===== src/qa_wdg_pkg.sv =====
package qa_wdg_pkg;

  // Slow watchdog timebase derived from mclk
  localparam int unsigned CLK_PERIOD_NS  = 10;
  localparam int unsigned TICK_PERIOD_NS = 15625;
  localparam int unsigned TICK_CYCLES    = TICK_PERIOD_NS / CLK_PERIOD_NS;
  localparam logic [10:0] TICK_LAST      = 11'(TICK_CYCLES - 1);

  // Counter values
  localparam logic [2:0] FAULT_INIT   = 3'h6;
  localparam logic [2:0] ALARM_ABOVE  = 3'h4;
  localparam logic [2:0] TALLY_MAX    = 3'h7;
  localparam logic [1:0] INDEX_INIT   = 2'h3;
  localparam logic [1:0] INDEX_LAST   = 2'h0;
  localparam logic [3:0] SEQ_WRAP     = 4'hF;
  localparam logic [3:0] SEQ_INIT     = 4'h0;

  // Field positions of the question high register
  localparam int unsigned QH_VALUE_BIT = 0;
  localparam int unsigned QH_LATE_BIT  = 1;
  localparam int unsigned QH_FAULT_LSB = 4;

  typedef enum logic [1:0] {
    PH_WAIT = 2'b00,
    PH_WIN  = 2'b01
  } phase_t;

endpackage


===== src/qa_link_if.sv =====
`timescale 1ns/10ps
interface qa_link_if;
  logic       advance;
  logic [3:0] question;

  modport ctl (output advance, input question);
  modport gen (input advance, output question);
endinterface


===== src/slow_tick_gen.sv =====
`timescale 1ns/10ps
module slow_tick_gen (
  input  wire logic mclk,
  input  wire logic resetn,
  output logic      slow_tick
);

  typedef struct packed {
    logic [10:0] count;
    logic        tick;
  } tick_st_t;

  tick_st_t s_q;
  tick_st_t s_d;

  always_comb begin
    s_d      = s_q;
    s_d.tick = 1'b0;
    if (s_q.count == qa_wdg_pkg::TICK_LAST) begin
      s_d.count = 11'h000;
      s_d.tick  = 1'b1;
    end else begin
      s_d.count = s_q.count + 11'h001;
    end
  end

  always_ff @(posedge mclk) begin
    if (!resetn) begin
      s_q <= '0;
    end else begin
      s_q <= s_d;
    end
  end

  assign slow_tick = s_q.tick;
endmodule


===== src/question_gen.sv =====
`timescale 1ns/10ps
module question_gen (
  input  wire logic mclk,
  input  wire logic resetn,
  qa_link_if.gen    lk
);

  typedef struct packed {
    logic [3:0] count;
    logic [3:0] chain;
    logic [3:0] question;
  } gen_st_t;

  gen_st_t s_q;
  gen_st_t s_d;
  logic    feedback;

  always_comb begin
    s_d = s_q;
    feedback = (s_q.chain[3] ^ s_q.chain[2]) ^ ~|s_q.chain;
    if (lk.advance) begin
      s_d.count = s_q.count + 4'h1;
      if (s_q.count == qa_wdg_pkg::SEQ_WRAP) begin
        s_d.chain = {s_q.chain[2:0], feedback};
      end
    end
    s_d.question = {s_d.chain[2] ^ s_d.count[2], s_d.chain[0] ^ s_d.count[0],
                    s_d.chain[3] ^ s_d.count[3], s_d.chain[1] ^ s_d.count[1]};
  end

  always_ff @(posedge mclk) begin
    if (!resetn) begin
      s_q <= '0;
    end else begin
      s_q <= s_d;
    end
  end

  assign lk.question = s_q.question;
endmodule


===== src/question_answer_watchdog.sv =====
// Notes on behaviour
// - Current 4-bit question is readable; host reads it before answering.
// - A cycle starts on the last answer byte or a response-delay write.
// - Each cycle is a programmable wait then a fixed window, then repeats.
// - Correct answer in window with nonzero delay decrements the fault tally.
// - Wrong, early, late answer or zero delay increments the fault tally.
// - Only the last byte's arrival is judged for timing.
// - Questions are deterministic; one repeats until answered right and on time.
// - The fault tally is three bits and chooses the protective actions.
// - Fault tally loads six after startup, reset and overflow.
// - Fault tally above four raises the internal alarm.
// - Overflow past seven requests a system reset only when enabled.
// - Any system reset event drives the alarm pin low.
// - Reset tally counts watchdog resets; at seven no more are issued.
// - Overflow bumps the abort tally; at seven another overflow aborts after-run.
// - Abort tally clears only with alarm low, or on undervoltage reset.
// - Result and next question are readable after the last answer byte.
// - Question counter advances only after a right, timely answer.
// - Markov chain steps on counter wrap after a right, timely answer.
// - Delay writes and window expiry leave counter and chain alone.
// - Undervoltage reset zeroes question counter and chain.
// - Chain feedback is top-bit XOR plus a path leaving all zeros.
// - Question bits mix chain and counter bits in a fixed order.
// - Two-bit byte index from 3 picks expected byte, steps down, kicks.
// - Expected bits are XORs of question bits and index bits.
// - Without enable no reset; with it, resets only while tally is 0..6.
// - Reset flag records a watchdog reset and clears when read.
`timescale 1ns/10ps
module question_answer_watchdog #(
  parameter logic [23:0] WINDOW_TICKS     = 24'h000040,
  parameter logic [15:0] DELAY_UNIT_TICKS = 16'h0040
) (
  input  wire logic       mclk,
  input  wire logic       resetn,
  input  wire logic       answer_write,
  input  wire logic [7:0] answer_data,
  input  wire logic       delay_write,
  input  wire logic [7:0] delay_data,
  input  wire logic       flag_read,
  input  wire logic       reset_on_overflow_en,
  input  wire logic       ext_reset_pin,
  output logic [7:0]      question_low_reg,
  output logic [7:0]      question_high_reg,
  output logic [7:0]      response_delay_reg,
  output logic [1:0]      answer_byte_index,
  output logic [2:0]      fault_tally,
  output logic [2:0]      reset_tally,
  output logic [2:0]      afterrun_abort_tally,
  output logic            alarm_internal,
  output logic            afterrun_abort,
  output logic            monitor_reset_req,
  output logic            monitor_reset_flag,
  output logic            qa_alarm_pin_out,
  output logic            qa_alarm_pin_oe_n
);

  typedef struct packed {
    qa_wdg_pkg::phase_t phase;
    logic [23:0]        timer;
    logic [1:0]         index;
    logic               mismatch;
    logic [7:0]         delay;
    logic [2:0]         fault;
    logic [2:0]         rst_tally;
    logic [2:0]         ab_tally;
    logic               abort;
    logic               alarm;
    logic               req;
    logic               flag;
    logic               bad_value;
    logic               late;
    logic               advance;
    logic [3:0]         question;
    logic [2:0]         ev_sync;
    logic               ev_level;
    logic               oe_n;
    logic               pin_out;
  } wd_st_t;

  localparam wd_st_t RESET_ST = '{
    phase:     qa_wdg_pkg::PH_WAIT,
    timer:     24'h000000,
    index:     qa_wdg_pkg::INDEX_INIT,
    mismatch:  1'b0,
    delay:     8'h00,
    fault:     qa_wdg_pkg::FAULT_INIT,
    rst_tally: 3'h0,
    ab_tally:  3'h0,
    abort:     1'b0,
    alarm:     1'b1,
    req:       1'b0,
    flag:      1'b0,
    bad_value: 1'b0,
    late:      1'b0,
    advance:   1'b0,
    question:  4'h0,
    ev_sync:   3'h0,
    ev_level:  1'b0,
    oe_n:      1'b0,
    pin_out:   1'b0
  };

  wd_st_t     s_q;
  wd_st_t     s_d;
  logic       tick;
  logic [7:0] expected;
  logic       byte_diff;
  logic       kick;
  logic       expiry;
  logic       restart;
  logic       good;
  logic       err;
  logic       overflow;
  logic       ev_rise;

  qa_link_if lk ();

  slow_tick_gen u_tick (
    .mclk      (mclk),
    .resetn    (resetn),
    .slow_tick (tick)
  );

  question_gen u_question (
    .mclk   (mclk),
    .resetn (resetn),
    .lk     (lk.gen)
  );

  function automatic logic [7:0] expect_byte(input logic [3:0] q, input logic [1:0] i);
    logic [7:0] e;
    e[7] = q[2] ^ i[0];
    e[6] = q[0] ^ i[0];
    e[5] = q[3] ^ i[0];
    e[4] = q[1] ^ i[0];
    e[3] = q[2] ^ q[0] ^ q[3] ^ i[1];
    e[2] = q[0] ^ q[3] ^ q[1] ^ i[1];
    e[1] = q[2] ^ q[0] ^ q[1] ^ i[1];
    e[0] = i[1] ^ q[3] ^ q[0];
    return e;
  endfunction

  always_comb begin
    s_d         = s_q;
    s_d.advance = 1'b0;
    s_d.req     = 1'b0;
    good        = 1'b0;
    err         = 1'b0;
    overflow    = 1'b0;

    s_d.ev_sync = {s_q.ev_sync[1:0], ext_reset_pin};
    if (s_q.ev_sync[1] == s_q.ev_sync[2]) begin
      s_d.ev_level = s_q.ev_sync[2];
    end
    ev_rise = (s_q.ev_sync[1] == s_q.ev_sync[2]) && s_q.ev_sync[2] && !s_q.ev_level;

    expected  = expect_byte(lk.question, s_q.index);
    byte_diff = answer_data != expected;
    kick      = answer_write && (s_q.index == qa_wdg_pkg::INDEX_LAST);
    expiry    = tick && (s_q.timer == 24'h000000) && (s_q.phase == qa_wdg_pkg::PH_WIN);
    restart   = kick || delay_write || expiry;

    if (delay_write) begin
      s_d.delay = delay_data;
    end

    if (answer_write) begin
      s_d.index    = s_q.index - 2'h1;
      s_d.mismatch = s_q.mismatch || byte_diff;
    end

    if (tick) begin
      if (s_q.timer != 24'h000000) begin
        s_d.timer = s_q.timer - 24'h000001;
      end else if (s_q.phase == qa_wdg_pkg::PH_WAIT) begin
        s_d.phase = qa_wdg_pkg::PH_WIN;
        s_d.timer = WINDOW_TICKS - 24'h000001;
      end
    end

    if (restart) begin
      s_d.phase    = qa_wdg_pkg::PH_WAIT;
      s_d.timer    = 24'(delay_write ? delay_data : s_q.delay) * 24'(DELAY_UNIT_TICKS);
      s_d.index    = qa_wdg_pkg::INDEX_INIT;
      s_d.mismatch = 1'b0;
    end

    // only the last byte is timed
    if (kick) begin
      good          = !(s_q.mismatch || byte_diff) && (s_q.phase == qa_wdg_pkg::PH_WIN)
                      && (s_q.delay != 8'h00);
      // every other answer is an error
      err           = !good;
      s_d.bad_value = s_q.mismatch || byte_diff;
      s_d.late      = s_q.phase != qa_wdg_pkg::PH_WIN;
      // advance only after a good answer
      s_d.advance   = good;
    end else if (expiry) begin
      err      = 1'b1;
      s_d.late = 1'b1;
    end

    // abort tally clears with alarm low
    if (!s_q.alarm) begin
      s_d.ab_tally = 3'h0;
      s_d.abort    = 1'b0;
    end

    if (ev_rise) begin
      s_d.fault = qa_wdg_pkg::FAULT_INIT;
    end else if (err) begin
      if (s_q.fault == qa_wdg_pkg::TALLY_MAX) begin
        overflow  = 1'b1;
        s_d.fault = qa_wdg_pkg::FAULT_INIT;
      end else begin
        s_d.fault = s_q.fault + 3'h1;
      end
    end else if (good && s_q.fault != 3'h0) begin
      s_d.fault = s_q.fault - 3'h1;
    end

    if (overflow) begin
      if (s_q.ab_tally == qa_wdg_pkg::TALLY_MAX) begin
        s_d.abort = 1'b1;
      end else begin
        s_d.ab_tally = s_q.ab_tally + 3'h1;
      end
      if (reset_on_overflow_en && s_q.rst_tally != qa_wdg_pkg::TALLY_MAX) begin
        s_d.req       = 1'b1;
        s_d.rst_tally = s_q.rst_tally + 3'h1;
      end
    end

    // read clears, a new reset wins
    if (flag_read) begin
      s_d.flag = 1'b0;
    end
    if (s_d.req) begin
      s_d.flag = 1'b1;
    end

    s_d.alarm    = s_d.fault > qa_wdg_pkg::ALARM_ABOVE;
    // pin pulled low on alarm or reset
    s_d.oe_n     = !(s_d.alarm || s_d.req || s_d.ev_level);
    s_d.pin_out  = 1'b0;
    s_d.question = lk.question;
  end

  always_ff @(posedge mclk) begin
    if (!resetn) begin
      s_q <= RESET_ST;
    end else begin
      s_q <= s_d;
    end
  end

  assign lk.advance = s_q.advance;

  assign question_low_reg     = {4'h0, s_q.question};
  assign question_high_reg    = {1'b0, s_q.fault, 2'h0, s_q.late, s_q.bad_value};
  assign response_delay_reg   = s_q.delay;
  assign answer_byte_index    = s_q.index;
  assign fault_tally          = s_q.fault;
  assign reset_tally          = s_q.rst_tally;
  assign afterrun_abort_tally = s_q.ab_tally;
  assign alarm_internal       = s_q.alarm;
  assign afterrun_abort       = s_q.abort;
  assign monitor_reset_req    = s_q.req;
  assign monitor_reset_flag   = s_q.flag;
  assign qa_alarm_pin_out     = s_q.pin_out;
  assign qa_alarm_pin_oe_n    = s_q.oe_n;
endmodule


===== config.mk =====
export PLATFORM = sky130hd
export DESIGN_NAME = question_answer_watchdog
export DESIGN_NICKNAME = d
export VERILOG_FILES = /design/src/qa_wdg_pkg.sv /design/src/qa_link_if.sv /design/src/slow_tick_gen.sv /design/src/question_gen.sv /design/src/question_answer_watchdog.sv
export SDC_FILE = /design/constraint.sdc
export NUM_CORES = 1
export LEC_CHECK = 0
export ABC_AREA = 1
export BUFFER_PORTS_ARGS = -buffer_cell sky130_fd_sc_hd__buf_2
export CELL_PAD_IN_SITES_DETAIL_PLACEMENT = 1
export CELL_PAD_IN_SITES_GLOBAL_PLACEMENT = 2
export CORE_ASPECT_RATIO = 0.8
export CORE_MARGIN = 1.5
export CORE_UTILIZATION = 35
export CTS_CLUSTER_DIAMETER = 80
export CTS_CLUSTER_SIZE = 20
export DETAILED_ROUTE_END_ITERATION = 7
export PLACE_DENSITY_LB_ADDON = 0.15
export SLEW_MARGIN = 30
export SYNTH_ARGS = -nofsm -noshare
export SYNTH_HDL_FRONTEND = slang
export SYNTH_SLANG_ARGS = --single-unit

===== constraint.sdc =====
create_clock -name mclk -period 5 [get_ports mclk]
set_clock_uncertainty 0.05 [all_clocks]
set_input_delay 0.25 -clock mclk [delete_from_list [all_inputs] [get_ports mclk]]
set_output_delay 0.25 -clock mclk [all_outputs]
set_load 0.02 [all_outputs]

==> impl_metrics.csv, run 1 <==
group,metric,value,unit
logic_synthesis,ys_warn_count,0,
detailed_routing,drt_pass1_iterations,4,
timing,setup-tns-final,0,ps
floorplanning,floorplan.rows,36,
logic_synthesis,yosys_register_bits,85,
grt,grt_max_degree,25,
final_layout,reg_top3,"s_q x28, u_tick.s_q x11",
place,dpl.hpwl,8320,um
floorplanning,dieHeight,104,um
grt,grt_pass1_vias,3798,
clocking,postCtsHoldBufs,0,
logic_synthesis,syn_area_per_cell,7.20,um2
timing,hold_violations,0,
setup_path,cp_max_fo,5,
floorplanning,core-area,0.0123,mm2
logic_synthesis,muxShareOfSynthArea,0.0159,
final_layout,area.sequential,0.00170,mm2
timing,worst_slew_pin_slew,552,ps
timing,fmax,0.418,GHz
final_layout,stdcell_area,0.00500,mm2
clocking,clock_path_buffers,2,
timing,period_share,0.478,
detailed_routing,drc,0,
clocking,clk_pin_slew,70,ps
detailed_routing,wirelength,10800,um
clocking,cts.sinks,85,
clocking,cts_resized,0,
place,portBuffers,55,
logic_synthesis,synthXorXnorAreaFrac,0.0391,
grt,track_usage,0.172,
final_layout,multi_input_area,0.00216,mm2
detailed_routing,wl_per_cell,13.1,um
setup_path,worstSetupStartpointType,"flop",
floorplanning,die_area,0.0135,mm2
floorplanning,die_w,129,um
timing,slew_headroom,0.632,
setup_path,crit_type,"flop to flop",
setup_path,critPathRequiredTime,5190,ps
final_layout,drive_gt1_frac,0.149,
detailed_routing,drt_iter0_markers,134,
logic_synthesis,ys_types,45,
logic_synthesis,synth_compound_area_frac,0.0874,
timing,setup_viol,0,
setup_path,cp.arrival,2590,ps
place,dpl_cell_area,0.00469,mm2
place,place_congestion,0.728,
logic_synthesis,synth_simple_gate_area_frac,0.294,
grt,grt_first_pass_wirelength,18300,um
logic_synthesis,syn-cell-area,0.00448,mm2
grt,antenna_found_initial,0,
setup_path,endpoint_kind,"flop",
logic_synthesis,synth_fa_ha_area_frac,0.0391,
clocking,tritoncts,"done",
detailed_routing,ant_nets,0,
final_layout,layout.cells.non_filler,828,
clocking,cts_root_buffer,"clkbuf_16",
floorplanning,start_util,0.363,
final_layout,max_flop_register,"s_q",
detailed_routing,num_vias,3777,
power,power_density,311,mW/mm2
timing,maxSlewViolCount,0,
logic_synthesis,ys_seq_area_frac,0.380,
final_layout,nNetsFinal,689,
floorplanning,ios,64,
final_layout,diodes,0,
clocking,clk_latency,350,ps
logic_synthesis,synth_cells,622,
detailed_routing,viasPerCell,4.56,
status,run_status,"finished clean",
logic_synthesis,synth_top_family_by_area,"simple AND/OR/NAND/NOR gates",
clocking,cts_setup_buffers,0,
place,dp_cells,812,
worst_hold_path,min_path_type,"primary input to flop",
power,max-vdd-ir-drop,0.183,mV
final_layout,nFillCells,1592,
job,maxCapViolations,0,
timing,rsz0062_at_grt,"false",
final_layout,largest_reg_flops,28,
timing,fin_crit,2390,ps
grt,grt-ovfl-total,0,
clocking,htree_levels,3,
final_layout,layout-area-overhead-vs-synth,11.6,%
power,p_leak,2.40,nW
clocking,numCtsBuffers,9,
## per-layer routing
layer	GRT usage	share of wire	vias to the layer above
li1	-	-	1987
met5	0	0	-
met2	0.274	0.45	51
met4	0.0532	0.013	0
met3	0.0448	0.033	7
met1	0.228	0.50	1732
## stage by stage
| step | power [mW] | setup WS (ps) | hold slack (ps) | utilization |
|---|---|---|---|---|
| 5_1_grt | 1.63 | 2320 | 54.9 | 0.405 |
| 2_1_floorplan | 0.839 | 3020 | 298 | - |
| 6_report | 1.55 | 2610 | 53.4 | 0.405 |
| 3_3_place_gp | 0.871 | 2640 | 346 | 0.380 |
| 3_5_place_dp | 0.873 | 2630 | 351 | 0.380 |
| 4_1_cts | 1.58 | 2610 | 39.1 | 0.405 |
## logic make-up after synthesis
kind of cell	Yosys count
AOI/OAI and AO/OA	63
xor gates and xnor gates	20
adders and majority gates	14
buffers and inverters	133
DFF	85
muxes	7
other	1
and+or+nand+nor	299
## worst paths after layout
| path | slack, ps | from | endpoint | depth (start not counted) |
|---|---|---|---|---|
| setup / recovery | 2610 | answer_byte_index[0] | alarm_internal | 12 |
| hold / removal | 50 | ext_reset_pin | s_d[4] | 3 |
| setup reg to reg | 2610 | answer_byte_index[0] | alarm_internal | 12 |
| hold reg to reg | 370 | s_d[4] | s_d[5] | 2 |
## power breakdown
group	total, mW	switching (mW)	internal, mW
clock	0.697	0.293	0.404
combinational	0.153	0.102	0.0515
sequential	0.704	0.0125	0.691
total	1.55	0.407	1.15
## area by class of cell
class,count,area share
clock buffer,10,0.0478
clock inverter,6,0.0138
inverter,89,0.0668
multi-input combinational,411,0.432
sequential,85,0.340
tap,171,0.0428
timing repair buffer,56,0.0565
## cells in the final DEF, fill, tap and decap left out, drive strengths merged, types with 2 or more instances in the layout
cell type	synthesis	routed
a21oi	20	20
a22oi	2	2
a31oi	7	7
buf	39	56
clkbuf	5	10
clkinv	0	2
conb	1	8
dfxtp	85	85
ha	14	14
inv	89	91
mux2i	6	6
nand2	140	140
nand3	33	33
nand4	8	8
nor2	91	91
nor3	16	16
nor3b	3	3
nor4	2	2
o211ai	6	6
o21ai	21	21
o22a	3	3
or2	3	3
xnor2	9	9
xor2	11	11
## Yosys cell counts, drive strengths merged
cell,instances,share of area
o21bai,1,0.0017
o211ai,6,0.010
and3,1,0.0014
nor2,91,0.086
nor3b,3,0.0050
a221oi,1,0.0020
nor4,2,0.0028
nand3,33,0.038
clkbuf,5,0.0042
o2111ai,1,0.0020
nand4,8,0.013
mux2,1,0.0025
or2,3,0.0047
dfxtp,85,0.38
a31oi,7,0.0098
xnor2,9,0.018
mux2i,6,0.013
nand2,140,0.12
xor2,11,0.022
a21oi,20,0.022
a41oi,1,0.0020
inv,89,0.075
and2,1,0.0014
o22a,3,0.0059
ha,14,0.039
nor3,16,0.019
a22oi,2,0.0034
buf,39,0.065
o21ai,21,0.028
nand3b,1,0.0017
conb,1,0.00084
## worst max-delay path: stages (launching register included)
cell     delay, ps
dfxtp_1        340
inv_1          150
ha_1           170
nand2_1        140
nor2_1         120
inv_1           90
a41oi_1        370
nand4_1        250
nand2_1        160
nor2_1          50
nor2_1         130
nand3_1        130
and2_1         150
Note: power is estimated with default switching activity, not from simulation.
==> run 2: changes to the inputs <==
--- a/config.mk
+++ b/config.mk
@@ -5,7 +5,7 @@
 export SDC_FILE = /design/constraint.sdc
 export NUM_CORES = 1
 export LEC_CHECK = 0
-export ABC_AREA = 1
+export ABC_AREA = 0
 export BUFFER_PORTS_ARGS = -buffer_cell sky130_fd_sc_hd__buf_2
 export CELL_PAD_IN_SITES_DETAIL_PLACEMENT = 1
 export CELL_PAD_IN_SITES_GLOBAL_PLACEMENT = 2
==> constraint.sdc (replaced) <==
create_clock -name mclk -period 2.4 [get_ports mclk]
set_clock_uncertainty 0.05 [all_clocks]
set_input_delay 0.12 -clock mclk [delete_from_list [all_inputs] [get_ports mclk]]
set_output_delay 0.12 -clock mclk [all_outputs]
set_load 0.02 [all_outputs]
==> impl_metrics.csv, run 2 <==
group,metric,value,unit
worst_hold_path,hp-start,"flag_read",
final_layout,nFillCells,1410,
timing,whs,27.8,ps
floorplanning,dieHeight,103,um
logic_synthesis,ys.flop_type,"dfxtp_1",
power,power.total,3.21,mW
setup_path,crit_chain,"xor3_1, or3_4, a22oi_4, a32oi_1, a21bo_1, o31ai_2, nor3b_2",
power,p_leak,2.19,nW
grt,grt-ovfl-total,0,
place,dp_cells,681,
logic_synthesis,ys_warn_count,0,
power,p_comb_frac,0.103,
place,portBuffers,55,
setup_path,slowest_stage,"xor3_1",
setup_path,critPathBufInv,0,
detailed_routing,ant_nets,0,
logic_synthesis,ys_top_cells_by_area,"dfxtp_1, buf_4, nor2_1",
setup_path,ff2ff_setup_slack,50,ps
timing,worst_slew_pin_slew,662,ps
clocking,clk_pin_slew,60,ps
logic_synthesis,ys_top_cells_by_count,"dfxtp_1, nor2_1, buf_4",
power,power_density,623,mW/mm2
logic_synthesis,yosysMostFrequentCell,"dfxtp_1",
detailed_routing,drt_pass1_iterations,4,
setup_path,critPathRequiredTime,2580,ps
clocking,clock_path_buffers,2,
clocking,htree_levels,3,
floorplanning,start_util,0.358,
logic_synthesis,synth-edff-count,0,
logic_synthesis,ys_types,65,
timing,period_share,0.978,
clocking,clk_latency,350,ps
setup_path,cp_max_fo,4,
clocking,cts_root_buffer,"clkbuf_16",
power,p_int,2.42,mW
detailed_routing,drc,0,
logic_synthesis,synthArstFlopShare,0,
logic_synthesis,synth.top_cell.area_share,0.393,
final_layout,nNetsFinal,586,
clocking,cts.sinks,85,
final_layout,layout_commonest_cell,"dfxtp_1",
place,dpl.hpwl,8420,um
timing,rsz0062_at_grt,"true",
worst_hold_path,min_path_cells,4,
final_layout,stdcell_area,0.00516,mm2
logic_synthesis,yosys_register_bits,85,
power,power_switching,0.800,mW
setup_path,worstSetupStartpointType,"flop",
setup_path,worst_r2r_startpoint,"answer_byte_index[1]",
timing,fmax,0.426,GHz
final_layout,diodes,0,
power,max-vdd-ir-drop,0.348,mV
setup_path,crit_family,"compound AO/OA/AOI/OAI gates",
final_layout,reg_top3,"s_q x28, u_tick.s_q x11",
grt,grt_first_pass_wirelength,18700,um
worst_hold_path,min_path_type,"primary input to flop",
setup_path,reg2reg_depth,7,
timing,setup-tns-final,0,ps
detailed_routing,drt_iter0_markers,145,
setup_path,crit_type,"flop to flop",
grt,grt_max_degree,25,
power,power_frac_seq,0.458,
grt,track_usage,0.185,
place,dpl_cell_area,0.00472,mm2
grt,antenna_found_initial,0,
timing,maxSlewViolCount,0,
power,pwr-share-clk,0.440,
place,place_congestion,0.758,
final_layout,drive_gt1_frac,0.218,
logic_synthesis,syn-cell-area,0.00433,mm2
clocking,numCtsBuffers,9,
final_layout,layout-area-overhead-vs-synth,19.0,%
detailed_routing,wl_per_cell,16.0,um
power,switching_share,0.249,
floorplanning,die_area,0.0131,mm2
setup_path,timing.rr.end,"qa_alarm_pin_oe_n",
floorplanning,ios,64,
worst_hold_path,hold_path_end,"monitor_reset_flag",
timing,fin_crit,2350,ps
timing,hold_violations,0,
timing,setup_viol,0,
final_layout,largest_reg_flops,28,
status,run_status,"finished clean",
clocking,tritoncts,"done",
detailed_routing,wirelength,11300,um
logic_synthesis,synth_cells,487,
job,maxCapViolations,0,
floorplanning,floorplan.rows,36,
final_layout,layout.cells.non_filler,706,
logic_synthesis,syn_area_per_cell,8.90,um2
setup_path,critPathMaxStageDelay,440,ps
logic_synthesis,ys_seq_area_frac,0.393,
setup_path,cp.arrival,2530,ps
final_layout,max_flop_register,"s_q",
floorplanning,die_w,127,um
setup_path,endpoint_kind,"flop",
detailed_routing,num_vias,3578,
grt,grt_pass1_vias,3703,
floorplanning,core-area,0.0121,mm2
timing,slew_headroom,0.558,
detailed_routing,viasPerCell,5.07,
final_layout,layout_common_cells,"dfxtp_1, nor2_1, buf_2",
logic_synthesis,synth_area_leader_cell,"dfxtp_1",
==> run 2: changes by cell type after synthesis, sizes merged, moves of 6 or more <==
cell / previous run / this run
nand3: 33 / 21
and2: 1 / 13
o211ai: 6 / 0
nor2: 91 / 73
xor2: 11 / 19
inv: 89 / 15
a31oi: 7 / 1
xnor2: 9 / 20
nand2: 140 / 32
mux2i: 6 / 14
a222oi: 0 / 6
a211oi: 0 / 6
o21ai: 21 / 9
or3: 0 / 8
==> run 2: how the worst max path moves through the flow <==
stage,start,to,slack [ps],depth (start not counted)
4_1_cts,answer_byte_index[1],reset_tally[0],4,7
2_1_floorplan,answer_byte_index[1],qa_alarm_pin_oe_n,130,7
3_3_place_gp,answer_byte_index[1],qa_alarm_pin_oe_n,90,7
3_5_place_dp,answer_byte_index[1],qa_alarm_pin_oe_n,20,7
6_report,answer_byte_index[1],qa_alarm_pin_oe_n,50,7
5_1_grt,s_q[49],qa_alarm_pin_oe_n,-70,8
==> run 2: logic make-up after synthesis <==
kind of cell             Yosys count  share of synthesized area
adder cells (fa/ha/maj)           14                     0.0404
other                              1                   0.000865
AO/OA/AOI/OAI                     64                      0.111
XOR/XNOR                          41                     0.0901
AND/OR/NAND/NOR                  201                      0.238
flip-flops                        85                      0.393
buffers and inverters             66                     0.0906
multiplexers                      15                     0.0358
==> run 2: tightest hold or removal path, stage by stage <==
cell,delay (ps)
buf_2,90
inv_1,40
a21oi_1,60
nor2_1,70
==> run 2: layout make-up <==
cell class              instances  area (um2)  share of cell area
clock buffers                  12         246              0.0478
clock inverters                 4        47.5             0.00922
inverters                      16        60.1              0.0116
multi-input cells             343        2320               0.450
flip-flops and latches         85        1700               0.330
well taps                     152         190              0.0369
repair buffers                 94         591               0.114
==> run 2: power by group through the flow <==
stage	registers (mW)	clock network, mW	logic [mW]
final	1.47	1.41	0.331
after floorplan	1.49	0	0.217
after detailed placement	1.50	0	0.307
after CTS	1.47	1.46	0.321
after global placement	1.50	0	0.302
after global routing	1.48	1.51	0.367
==> run 2: metal layers <==
layer / GRT usage / wire length [um] / vias up
met3: 0.0560 / 526 / 10
met5: 0 / 0 / -
met1: 0.245 / 5670 / 1731
li1: - / - / 1772
met4: 0.0516 / 114 / 0
met2: 0.297 / 5020 / 65
==> run 2: through the flow <==
stage / worst slack [ps] / util
finish: 53.3 / 0.426
global route: -74.7 / 0.426
detailed placement: 20.4 / 0.389
CTS: 4.35 / 0.421
global placement: 88.2 / 0.389
floorplan: 131 / -
==> run 2: what timing repair did <==
action / in CTS / in global routing
hold buffers: 9 / 0
resized for setup: 0 / 11
buffers inserted: 0 / 0
endpoints found under the setup margin: 0 / 16
hold endpoints to repair: 9 / 0
